[src/rtl/gdpd_pkg.sv]
// Contract
// - after reset saturation detect is on, pin current select code 01.
// - saturation threshold select resets to 1010, a 6.0 V trip.
// - saturation filter select resets to 01, 80 ns filter.
// - saturation blanking select resets to 011, 240 ns blanking.
// - two-level turn-off enabled at reset, intermediate level code 011.
// - two-level turn-off lasts 500 ns: filter code 100, fast filter bit one.
// - soft shutdown enabled at reset, current select code 100.
// - soft shutdown duration code 100, 3000 ns with timebase divide at one.
// - deadtime and serial error masks reset to one, both reported.
// - watchdog, internal comm and config checksum masks reset to one.
// - reference undervoltage always reported, latches gate outputs off.
// - mirror short, mirror overcurrent, segmented drive, collector clamp reset off.
// - negative supply, overtemp shutdown, warning, coherency masks reset zero.
// - other writes discarded until configuration enable is one; it stops PWM.
// - in configuration mode all settings writable, applied at chip-select rise.
// - every unmasked fault shows on fault pins and status bits; the code drives each pin only for unmaskable bits and bits set in its own pin mask.
// - latched faults clear by reset, soft reset, self test or write-one, when gone.
// - masked fault leaves PWM running, not latched, not reported.
// - gate regulator undervoltage: low side on; latch option keeps PWM off.
// - die overtemperature unmaskable: PWM off, low side and clamp on.
// - unmasked serial error latched and reported, PWM stays enabled.
package gdpd_pkg;

   typedef struct packed {
      logic vref_uv;
      logic gate_regulator_undervoltage_fault;
      logic die_overtemp_shutdown_fault;
      logic gate_supply_ov;
      logic low_side_supply_ov;
      logic deadtime;
      logic serial_message_error_fault;
      logic watchdog;
      logic comm_error;
      logic config_checksum;
      logic negative_supply_range;
      logic device_overtemp_shutdown;
      logic device_overtemp_warning;
      logic gate_coherency;
   } gdpd_fault_t;

   typedef struct packed {
      logic [1:0] sat_pin_current_select;
      logic [3:0] saturation_threshold_select;
      logic [1:0] saturation_filter_select;
      logic [2:0] saturation_blanking_select;
      logic [2:0] intermediate_gate_level_select;
      logic [2:0] short_circuit_filter_select;
      logic fast_filter_bit;
      logic [2:0] soft_shutdown_current_select;
      logic [2:0] soft_shutdown_duration_select;
      logic timebase_divide;
   } gdpd_prot_t;

   typedef struct packed {
      logic saturation_detect_enable;
      logic two_level_turnoff_enable;
      logic soft_shutdown_enable;
      logic mirror_short_circuit_enable;
      logic mirror_overcurrent_enable;
      logic segmented_drive_enable;
      logic active_collector_clamp_enable;
      logic undervoltage_latch_option;
      logic miller_clamp_enable;
   } gdpd_mode_t;

   typedef enum logic [2:0] {
      GDPD_SEL_MODE,
      GDPD_SEL_PROT,
      GDPD_SEL_MASK,
      GDPD_SEL_PRIMARY_PIN_MASK,
      GDPD_SEL_SECONDARY_PIN_MASK
   } gdpd_sel_t;

   localparam gdpd_prot_t GDPD_PROT_RESET = '{
      sat_pin_current_select: 2'h1,
      saturation_threshold_select: 4'hA,
      saturation_filter_select: 2'h1,
      saturation_blanking_select: 3'h3,
      intermediate_gate_level_select: 3'h3,
      short_circuit_filter_select: 3'h4,
      fast_filter_bit: 1'h1,
      soft_shutdown_current_select: 3'h4,
      soft_shutdown_duration_select: 3'h4,
      timebase_divide: 1'h1
   };

   localparam gdpd_mode_t GDPD_MODE_RESET = '{
      saturation_detect_enable: 1'h1,
      two_level_turnoff_enable: 1'h1,
      soft_shutdown_enable: 1'h1,
      mirror_short_circuit_enable: 1'h0,
      mirror_overcurrent_enable: 1'h0,
      segmented_drive_enable: 1'h0,
      active_collector_clamp_enable: 1'h0,
      undervoltage_latch_option: 1'h0,
      miller_clamp_enable: 1'h1
   };

   // order follows gdpd_fault_t from vref_uv down to gate_coherency
   localparam gdpd_fault_t GDPD_MASK_RESET = 14'h3FF0;
   // reference undervoltage and die overtemperature cannot be masked
   localparam gdpd_fault_t GDPD_UNMASKABLE = 14'h2800;
   // faults whose unmasked reaction blocks PWM (held until cleared)
   localparam gdpd_fault_t GDPD_BLOCKING = 14'h2E10;
   localparam logic GDPD_CONFIG_EN_RESET = 1'h0;

endpackage : gdpd_pkg

[src/rtl/gdpd_protection.sv]
`timescale 1ns/10ps
module gdpd_protection
   import gdpd_pkg::*;
(
   // clock and reset
   input wire logic clock,
   input wire logic sys_rst,
   input wire logic clock_en,
   // host pin
   input wire logic chip_select_n,
   // decoded serial writes, same clock
   input wire logic wr_strobe,
   input wire gdpd_sel_t wr_sel,
   input wire gdpd_mode_t wr_mode,
   input wire gdpd_prot_t wr_prot,
   input wire gdpd_fault_t wr_mask,
   input wire logic cfg_en_wr,
   input wire logic cfg_en_data,
   input wire gdpd_fault_t clear_req,
   input wire logic soft_reset,
   input wire logic self_test,
   // analog fault comparators, asynchronous
   input wire gdpd_fault_t fault_in,
   // settings in force
   output gdpd_prot_t prot_settings,
   output gdpd_mode_t mode_settings,
   output gdpd_fault_t fault_mask,
   output logic config_enable,
   // status and pins
   output gdpd_fault_t fault_status,
   output logic primary_fault_pin_n,
   output logic secondary_fault_pin_n,
   // gate reaction
   output logic pwm_enable,
   output logic low_side_gate_driver,
   output logic miller_clamp
);

   function automatic gdpd_fault_t effective_mask(input gdpd_fault_t m);
      effective_mask = m | GDPD_UNMASKABLE;
   endfunction : effective_mask

   function automatic logic any_pin_fault(input gdpd_fault_t latched,
                                          input gdpd_fault_t pin_mask);
      any_pin_fault = |(latched & effective_mask(pin_mask));
   endfunction : any_pin_fault

   // chip select and fault comparator synchronisers
   logic cs_meta;
   logic cs_sync;
   logic cs_prev;
   gdpd_fault_t fault_meta;
   gdpd_fault_t fault_sync;

   always_ff @(posedge clock) begin
      if (sys_rst) begin
         cs_meta <= 1'h1;
         cs_sync <= 1'h1;
         cs_prev <= 1'h1;
      end else if (clock_en) begin
         cs_meta <= chip_select_n;
         cs_sync <= cs_meta;
         cs_prev <= cs_sync;
      end
   end

   always_ff @(posedge clock) begin
      if (sys_rst) begin
         fault_meta <= '0;
         fault_sync <= '0;
      end else if (clock_en) begin
         fault_meta <= fault_in;
         fault_sync <= fault_meta;
      end
   end

   // commit point: staged writes become active on the chip-select rise
   wire cs_rise = cs_sync & ~cs_prev;
   wire back_to_defaults = soft_reset | self_test;

   // shadow copies, loaded by writes and copied out at the commit point
   gdpd_mode_t shadow_mode;
   gdpd_prot_t shadow_prot;
   gdpd_fault_t shadow_mask;
   gdpd_fault_t shadow_primary_mask;
   gdpd_fault_t shadow_secondary_mask;
   logic shadow_config_en;

   // config enable must already be in force; a write in the same frame
   // that sets it is still dropped, which is what the host sequence expects
   wire write_allowed = wr_strobe & config_enable;
   wire wr_mode_hit = write_allowed & (wr_sel == GDPD_SEL_MODE);
   wire wr_prot_hit = write_allowed & (wr_sel == GDPD_SEL_PROT);
   wire wr_mask_hit = write_allowed & (wr_sel == GDPD_SEL_MASK);
   wire wr_pmask_hit = write_allowed & (wr_sel == GDPD_SEL_PRIMARY_PIN_MASK);
   wire wr_smask_hit = write_allowed & (wr_sel == GDPD_SEL_SECONDARY_PIN_MASK);

   always_ff @(posedge clock) begin
      if (sys_rst) begin
         shadow_config_en <= GDPD_CONFIG_EN_RESET;
      end else if (clock_en) begin
         if (back_to_defaults) begin
            shadow_config_en <= GDPD_CONFIG_EN_RESET;
         end else if (cfg_en_wr) begin
            shadow_config_en <= cfg_en_data;
         end
      end
   end

   always_ff @(posedge clock) begin
      if (sys_rst) begin
         shadow_mode <= GDPD_MODE_RESET;
         shadow_prot <= GDPD_PROT_RESET;
      end else if (clock_en) begin
         if (back_to_defaults) begin
            shadow_mode <= GDPD_MODE_RESET;
            shadow_prot <= GDPD_PROT_RESET;
         end else begin
            if (wr_mode_hit) begin
               shadow_mode <= wr_mode;
            end
            if (wr_prot_hit) begin
               shadow_prot <= wr_prot;
            end
         end
      end
   end

   always_ff @(posedge clock) begin
      if (sys_rst) begin
         shadow_mask <= GDPD_MASK_RESET;
         shadow_primary_mask <= GDPD_MASK_RESET;
         shadow_secondary_mask <= GDPD_MASK_RESET;
      end else if (clock_en) begin
         if (back_to_defaults) begin
            shadow_mask <= GDPD_MASK_RESET;
            shadow_primary_mask <= GDPD_MASK_RESET;
            shadow_secondary_mask <= GDPD_MASK_RESET;
         end else begin
            if (wr_mask_hit) begin
               shadow_mask <= wr_mask;
            end
            if (wr_pmask_hit) begin
               shadow_primary_mask <= wr_mask;
            end
            if (wr_smask_hit) begin
               shadow_secondary_mask <= wr_mask;
            end
         end
      end
   end

   // active settings
   gdpd_fault_t primary_pin_mask;
   gdpd_fault_t secondary_pin_mask;

   always_ff @(posedge clock) begin
      if (sys_rst) begin
         mode_settings <= GDPD_MODE_RESET;
         prot_settings <= GDPD_PROT_RESET;
         config_enable <= GDPD_CONFIG_EN_RESET;
      end else if (clock_en) begin
         if (back_to_defaults) begin
            mode_settings <= GDPD_MODE_RESET;
            prot_settings <= GDPD_PROT_RESET;
            config_enable <= GDPD_CONFIG_EN_RESET;
         end else if (cs_rise) begin
            mode_settings <= shadow_mode;
            prot_settings <= shadow_prot;
            config_enable <= shadow_config_en;
         end
      end
   end

   always_ff @(posedge clock) begin
      if (sys_rst) begin
         fault_mask <= GDPD_MASK_RESET;
         primary_pin_mask <= GDPD_MASK_RESET;
         secondary_pin_mask <= GDPD_MASK_RESET;
      end else if (clock_en) begin
         if (back_to_defaults) begin
            fault_mask <= GDPD_MASK_RESET;
            primary_pin_mask <= GDPD_MASK_RESET;
            secondary_pin_mask <= GDPD_MASK_RESET;
         end else if (cs_rise) begin
            fault_mask <= shadow_mask;
            primary_pin_mask <= shadow_primary_mask;
            secondary_pin_mask <= shadow_secondary_mask;
         end
      end
   end

   // fault latching
   wire gdpd_fault_t live_mask = effective_mask(fault_mask);
   wire gdpd_fault_t fault_set = fault_sync & live_mask;
   // a clear only lands on a bit whose condition has gone away
   wire gdpd_fault_t fault_gone = ~fault_sync;
   wire gdpd_fault_t clear_hit = (clear_req | {$bits(gdpd_fault_t){back_to_defaults}})
      & fault_gone;
   // set wins over a clear in the same cycle
   wire gdpd_fault_t next_fault_status = (fault_status & ~clear_hit) | fault_set;

   always_ff @(posedge clock) begin
      if (sys_rst) begin
         fault_status <= '0;
      end else if (clock_en) begin
         fault_status <= next_fault_status;
      end
   end

   // gate reaction
   wire gdpd_fault_t blocking_latched = next_fault_status & GDPD_BLOCKING;
   wire uv_live = fault_sync.gate_regulator_undervoltage_fault
      & live_mask.gate_regulator_undervoltage_fault;
   // latch option keeps PWM off after recovery until the bit is cleared
   wire uv_latched = next_fault_status.gate_regulator_undervoltage_fault
      & mode_settings.undervoltage_latch_option;
   wire uv_block = uv_live | uv_latched;
   wire fault_block = (|blocking_latched) | uv_block;
   // configuration mode stops switching but is no fault: low side stays idle
   wire next_pwm_enable = ~fault_block & ~config_enable;
   // hard turn-off only: no soft shutdown or two-level step for these faults
   wire next_low_side = fault_block;
   wire next_clamp = fault_block & mode_settings.miller_clamp_enable;

   always_ff @(posedge clock) begin
      if (sys_rst) begin
         pwm_enable <= 1'h0;
         low_side_gate_driver <= 1'h0;
         miller_clamp <= 1'h0;
      end else if (clock_en) begin
         pwm_enable <= next_pwm_enable;
         low_side_gate_driver <= next_low_side;
         miller_clamp <= next_clamp;
      end
   end

   // fault pins, low while any routed latched fault stands
   wire next_primary_n = ~any_pin_fault(next_fault_status, primary_pin_mask);
   wire next_secondary_n = ~any_pin_fault(next_fault_status, secondary_pin_mask);

   always_ff @(posedge clock) begin
      if (sys_rst) begin
         primary_fault_pin_n <= 1'h1;
         secondary_fault_pin_n <= 1'h1;
      end else if (clock_en) begin
         primary_fault_pin_n <= next_primary_n;
         secondary_fault_pin_n <= next_secondary_n;
      end
   end

endmodule : gdpd_protection

[config.mk]
export PLATFORM = sky130hd
export DESIGN_NAME = gdpd_protection
export DESIGN_NICKNAME = d
export VERILOG_FILES = /design/src/rtl/gdpd_pkg.sv /design/src/rtl/gdpd_protection.sv
export SDC_FILE = /design/constraint.sdc
export NUM_CORES = 1
export LEC_CHECK = 0
export ABC_AREA = 1
export BUFFER_PORTS_ARGS = -buffer_cell sky130_fd_sc_hd__buf_4
export CORE_MARGIN = 2
export CORE_UTILIZATION = 54
export DETAILED_ROUTE_END_ITERATION = 10
export HOLD_SLACK_MARGIN = 0.03
export PLACE_DENSITY_LB_ADDON = 0.1
export SLEW_MARGIN = 30
export SYNTH_ARGS = -nofsm -noshare
export SYNTH_HDL_FRONTEND = slang
export SYNTH_SLANG_ARGS = --single-unit
[constraint.sdc]
create_clock -name clock -period 1.7 [get_ports clock]
set_input_delay 0.17 -clock clock [delete_from_list [all_inputs] [get_ports clock]]
set_output_delay 0.17 -clock clock [all_outputs]
set_load 0.01 [all_outputs]
==> impl_metrics.ini, run 1 <==
[outcome]
outcome = finished clean

[sta]
tightest_slew_ns = 0.539
hold_viol_final = 0
max_clock_freq_mhz = 639
fin_setup_tns_ns = 0
final.setup_skew_ns = 0.00627
setup_viol = 0
slew_violations = 0
period_minus_slack_ns = 1.56
rsz0062_at_grt = false
relSlewSlack_pct = 63.9
worst_slack_ns = 0.135
period_share_pct = 92.0

[clock_network]
clk_path_buf_depth = 2
htree_levels = 4
cts_tree = done
numCtsBuffers = 17
post_cts_buffers = 0
clkSinkCount = 196
clkSlewWorstSetupHoldPaths_ns = 0.07
root_buffer = clkbuf_16
cts_resized = 0
clock_latency_ns = 0.42

[critical_path]
critical_path_class = reg -> reg
critPathMaxFanout = 10
reg2reg_depth = 9
start_kind = register
end_kind = register
worstPathRequired_ns = 2.01
critical_path_arrival_ns = 1.87

[finish]
num-nets-final = 1184
final_util_pct = 74.2
area_delta_synth_final_pct = 34.2
n_fill_cell = 1060
register_area_sq_um = 3920
multiInputGateArea_sq_um = 2970
instances_no_fill = 1284
layout-drive-gt1-share_pct = 22.3
antenna_cells = 0

[global_routing]
grt_pass1_vias = 6247
grt_use_total_pct = 27.4
grt_overflow_total = 0
antenna_found_initial = 0
grt_pass1_wl_microns = 31800
grt_max_degree = 69

[placed_design]
place_ws_ns = 0.107
gp_congestion = 0.811
portBuffers = 155
dp_cells = 1192
post-dp-hpwl_microns = 12600

[drt]
drcViolationCount = 0
dr.pass1.iters = 6
drtIter0Drc = 613
viasPerCell = 5.24
wl_per_cell_microns = 15.3
ant_nets = 0
num_vias = 6734
wl_microns = 19700

[hold_path]
worstHoldPathCells = 3
hold_path_class = in -> reg

[yosys]
synth-main-ff-cell = dfxtp_1
async_reset_ff_share_pct = 0
ys_ff_latch = 196
yosysSeqAreaShare_pct = 53.6
synth.avg_cell_area_sq_um = 8.17
synthTopCellsByArea = dfxtp_1 (54%), nand2_1 (13%), nor2_1 (5.1%)
synth.top_cell.area_share_pct = 53.6
yosysWarnings = 0
syn-cell-area_sq_um = 7320
synth_edf_count = 0
yosysUniqueCellTypes = 32
synthCells = 896
syn-num-nets = 984
yosys.area.top_type = dfxtp_1

[die]
io_pins = 156
initial_core_util_pct = 55.3
coreArea_sq_um = 13200
die_h_microns = 120
die-area_sq_um = 14500
row_count = 42
die_w_microns = 120

[power]
ir_worst_vdd_mv = 0.799
powerDensity_nw_per_um2 = 964
leakagePower_nw = 4.11

[flow_run]
maxCapViolCount = 0
## per-stage QoR
step,instance area (sq um),hold slack (ns),total power [mW]
global placement,8670,0.385,5.72
finish,9830,0.0509,9.48
detailed placement,8670,0.391,5.73
CTS,9830,0.0401,9.52
floorplan,7320,0.294,5.34
global route,9830,0.0418,9.83
## placed cells by master, fill, tap and decap left out, types with 4 or more instances in the layout
cell type	netlist	layout
dlygate4sd3_1	0	61
dfxtp_1	196	196
o22ai_2	10	10
o211ai_2	8	8
buf_12	0	7
clkinv_2	1	7
a22oi_1	5	5
o22ai_1	60	60
buf_4	4	170
inv_2	8	8
a21oi_1	66	66
nand4_1	4	4
nand3_1	14	14
nand3b_1	9	9
o211ai_1	9	9
inv_1	27	26
o21ai_0	61	61
nand2_1	245	245
clkbuf_16	0	17
nor2_1	100	99
## flip-flops by register name (all words and copies together), names as in the netlist, 9 cells and up
name and count:
primary_pin_mask 12, shadow_mode 9, shadow_mask 14, fault_sync 14
secondary_pin_mask 12, shadow_secondary_mask 12, mode_settings 9, fault_status 14
prot_settings 25, fault_meta 14, fault_mask 14, shadow_primary_mask 12
shadow_prot 25
## worst paths after layout
| path | from | to | slack, ns |
|---|---|---|---|
| worst min register to register | shadow_prot[9] | shadow_prot[9] | 0.46 |
| worst min-delay path | wr_mask[9] | shadow_mask[9] | 0.05 |
| worst max-delay path | config_enable | shadow_prot[23] | 0.14 |
| worst max register to register | config_enable | shadow_prot[23] | 0.14 |
## final cells by class
class / instances / share of cell area [%]
clock inverter: 9 / 0.815
tap: 176 / 2.24
timing repair buffer: 238 / 20.6
inverter: 37 / 1.46
clock buffer: 22 / 4.72
sequential: 196 / 39.9
multi-input combinational: 606 / 30.2
## where the power goes
group	switching, mW	internal (mW)	total (mW)
clock network	1.64	2.08	3.73
logic	0.515	0.447	0.962
registers	0.0731	4.71	4.79
## layer usage
metal	routed length (microns)	GRT usage [%]	up-vias	part of all wire [%]
met5	0	0	-	0
met4	303	7.56	0	1.5
li1	-	-	3393	-
met2	9690	44.9	190	49
met3	1110	6.37	26	5.7
met1	8550	36.5	3125	43
## critical path, stage by stage (launching register included)
cell	delay, ns
dfxtp_1	0.32
nand2_2	0.12
clkinv_2	0.11
nand2_4	0.11
nor2_1	0.05
nand2_1	0.13
nand2_2	0.14
buf_4	0.22
o22ai_2	0.16
nand2_1	0.08
## timing repair
item                       4_1_cts  5_1_grt
setup endpoints to repair        0        0
hold endpoints to repair        61        0
hold buffers                    61        0
## cell usage after synthesis (4+ instances only)
cell type / instances
o22ai_1: 60
a22oi_1: 5
nand3_1: 14
buf_6: 6
a21oi_1: 66
nand4_1: 4
dfxtp_1: 196
o211ai_1: 9
buf_2: 14
inv_1: 27
inv_2: 8
buf_4: 4
o22ai_2: 10
o21ai_0: 61
nand3b_1: 9
nor2_1: 100
nand2_1: 245
clkbuf_1: 29
buf_1: 4
o211ai_2: 8
## cells by family after synthesis
family,synth area share [%]
buf+inv,5.93
simple gates,21.5
compound gates,19.0
flops,53.6
No activity file was read; power rests on OpenSTA's default activity.
==> inputs of run 2 (changes only) <==
Settings changed: CORE_UTILIZATION 54 to 40.
==> run 2 against run 1 <==
Die area up 34%; global-route usage down 6.7 points; final cell count up 4.2%; clock skew up 0.0015 ns; highest routed layer unchanged; non-clock buffer count up 1; combinational power down 1%; setup slack better by 0.0069 ns; critical endpoint is now shadow_secondary_mask[7]; sequential share of layout area down 0.68 points; utilization down 19 points; clock power up 18%.
==> impl_metrics.ini, run 2 (synthesized netlist as in run 1, its figures left out) <==
[die]
die-area_sq_um = 19400
die_h_microns = 139
initial_core_util_pct = 40.8
row_count = 49
coreArea_sq_um = 18000
die_w_microns = 139
io_pins = 156

[global_routing]
grt_max_degree = 99
grt_pass1_vias = 6237
grt_use_total_pct = 20.7
grt_overflow_total = 0
grt_pass1_wl_microns = 32700
antenna_found_initial = 0

[power]
intPower_mw = 7.84
ir_worst_vdd_mv = 0.728
p_comb_share_pct = 9.4
powerDensity_nw_per_um2 = 1020
clock_power_share_pct = 43.5
leakagePower_nw = 4.15
switching_share_pct = 22.8
p_seq_share_pct = 47.1
switchingPower_mw = 2.31

[finish]
final_cell_mix = nand2_1 (245), dfxtp_1 (196), buf_4 (170)
num-nets-final = 1185
final_common_cell = nand2_1
area_delta_synth_final_pct = 36.5
layout-drive-gt1-share_pct = 22.5
reg.largest.list = prot_settings x25, shadow_prot x25
antenna_cells = 0
final_util_pct = 55.7

[clock_network]
numCtsBuffers = 17
clk_path_buf_depth = 2
htree_levels = 4
clkSlewWorstSetupHoldPaths_ns = 0.07
clkSinkCount = 196
root_buffer = clkbuf_16
post_cts_buffers = 0
clock_latency_ns = 0.43
cts_tree = done

[hold_path]
hold_path_class = in -> reg

[drt]
viasPerCell = 4.94
num_vias = 6604
dr.pass1.iters = 5
ant_nets = 0
wl_per_cell_microns = 15.0
drtIter0Drc = 345
drcViolationCount = 0
wl_microns = 20000

[critical_path]
start_kind = input port
critical_path_arrival_ns = 1.84
cp_num_buf_inv = 4
worstPathRequired_ns = 1.98
cp_slowest_cell = dlygate4sd3_1
critical-path-top-delay-family = buffers and inverters
critPathMaxFanout = 16
critical_path_class = in -> reg
critical_path.max_stage_delay_ns = 0.54
end_kind = register
path_cells = dlygate4sd3_1 -> buf_4 -> inv_2 -> nor2_4 -> nand2_1 -> nor3_4 -> nor2_1 -> buf_12 -> o211ai_1

[sta]
setup_viol = 0
tightest_slew_ns = 0.559
period_minus_slack_ns = 1.56
max_clock_freq_mhz = 642
final.setup_skew_ns = 0.00782
hold_viol_final = 0
relSlewSlack_pct = 62.7
slew_violations = 0
rsz0062_at_grt = false
period_share_pct = 91.6
fin_setup_tns_ns = 0

[placed_design]
gp_congestion = 0.782
post-dp-hpwl_microns = 13000
portBuffers = 155

[flow_run]
maxCapViolCount = 0

[outcome]
outcome = finished clean
[run 2: cell count changes in the layout (fill, tap and decap cells not counted), sizes merged]
cell,delta
clkinvlp,+1
clkbuf,-3
dlygate4sd3,+2
clkinv,-2
bufinv,+4
buf,-1
[run 2: path summary, 6_finish.rpt]
| kind | startpoint | end | slack (ns) | cells past startpoint |
|---|---|---|---|---|
| max reg2reg | config_enable | shadow_primary_mask[6] | 0.18 | 7 |
| min | wr_mask[0] | shadow_primary_mask[0] | 0.05 | 3 |
| min reg2reg | cs_meta | cs_meta | 0.46 | 2 |
| max | clock_en | shadow_secondary_mask[7] | 0.14 | 9 |
[run 2: cell type report]
class | count | area [sq um]
Fill cell | 1702 | 7970
Sequential cell | 196 | 3920
Multi-Input combinational cell | 606 | 2970
Timing Repair Buffer | 239 | 2020
Clock buffer | 19 | 453
Tap cell | 229 | 287
Clock inverter | 12 | 201
Inverter | 37 | 144
[run 2: tightest hold or removal path, delay by kind of cell]
kind	cells	cell delay [ns]
buffers and inverters	1	0.09
AO/OA/AOI/OAI	1	0.11
AND/OR/NAND/NOR	1	0.07
[run 2: power by group through the flow]
stage | registers (mW) | clock network, mW | logic, mW
finish | 4.79 | 4.42 | 0.950
global route | 4.80 | 4.68 | 1.05
CTS | 4.79 | 4.50 | 0.955
detailed placement | 4.89 | 0 | 0.833
global placement | 4.89 | 0 | 0.831
floorplan | 4.88 | 0 | 0.459
[run 2: repair_timing]
item	in CTS	in global routing
endpoints found under the hold margin	62	0
setup endpoints to repair	0	5
resized for setup	0	2
hold buffers	63	0
[run 2: per-layer routing]
metal	up-vias	track usage (%)	wire length, microns
met4	0	5.58	238
met5	-	0	0
met3	19	4.71	1020
met1	3041	29.6	9610
li1	3393	-	-
met2	151	31.7	9160
[run 2: per-stage QoR]
stage               total power [mW]  setup slack [ns]  hold slack, ns  std cells  area (sq um)
finish                          10.2             0.142          0.0455       1338         10000
global route                    10.5            0.0487          0.0456       1338         10000
CTS                             10.2            0.0809          0.0351       1338          9990
detailed placement              5.72             0.146           0.389       1244          8710
global placement                5.72             0.129           0.383       1244          8710
floorplan                       5.34             0.216           0.294        896          7320
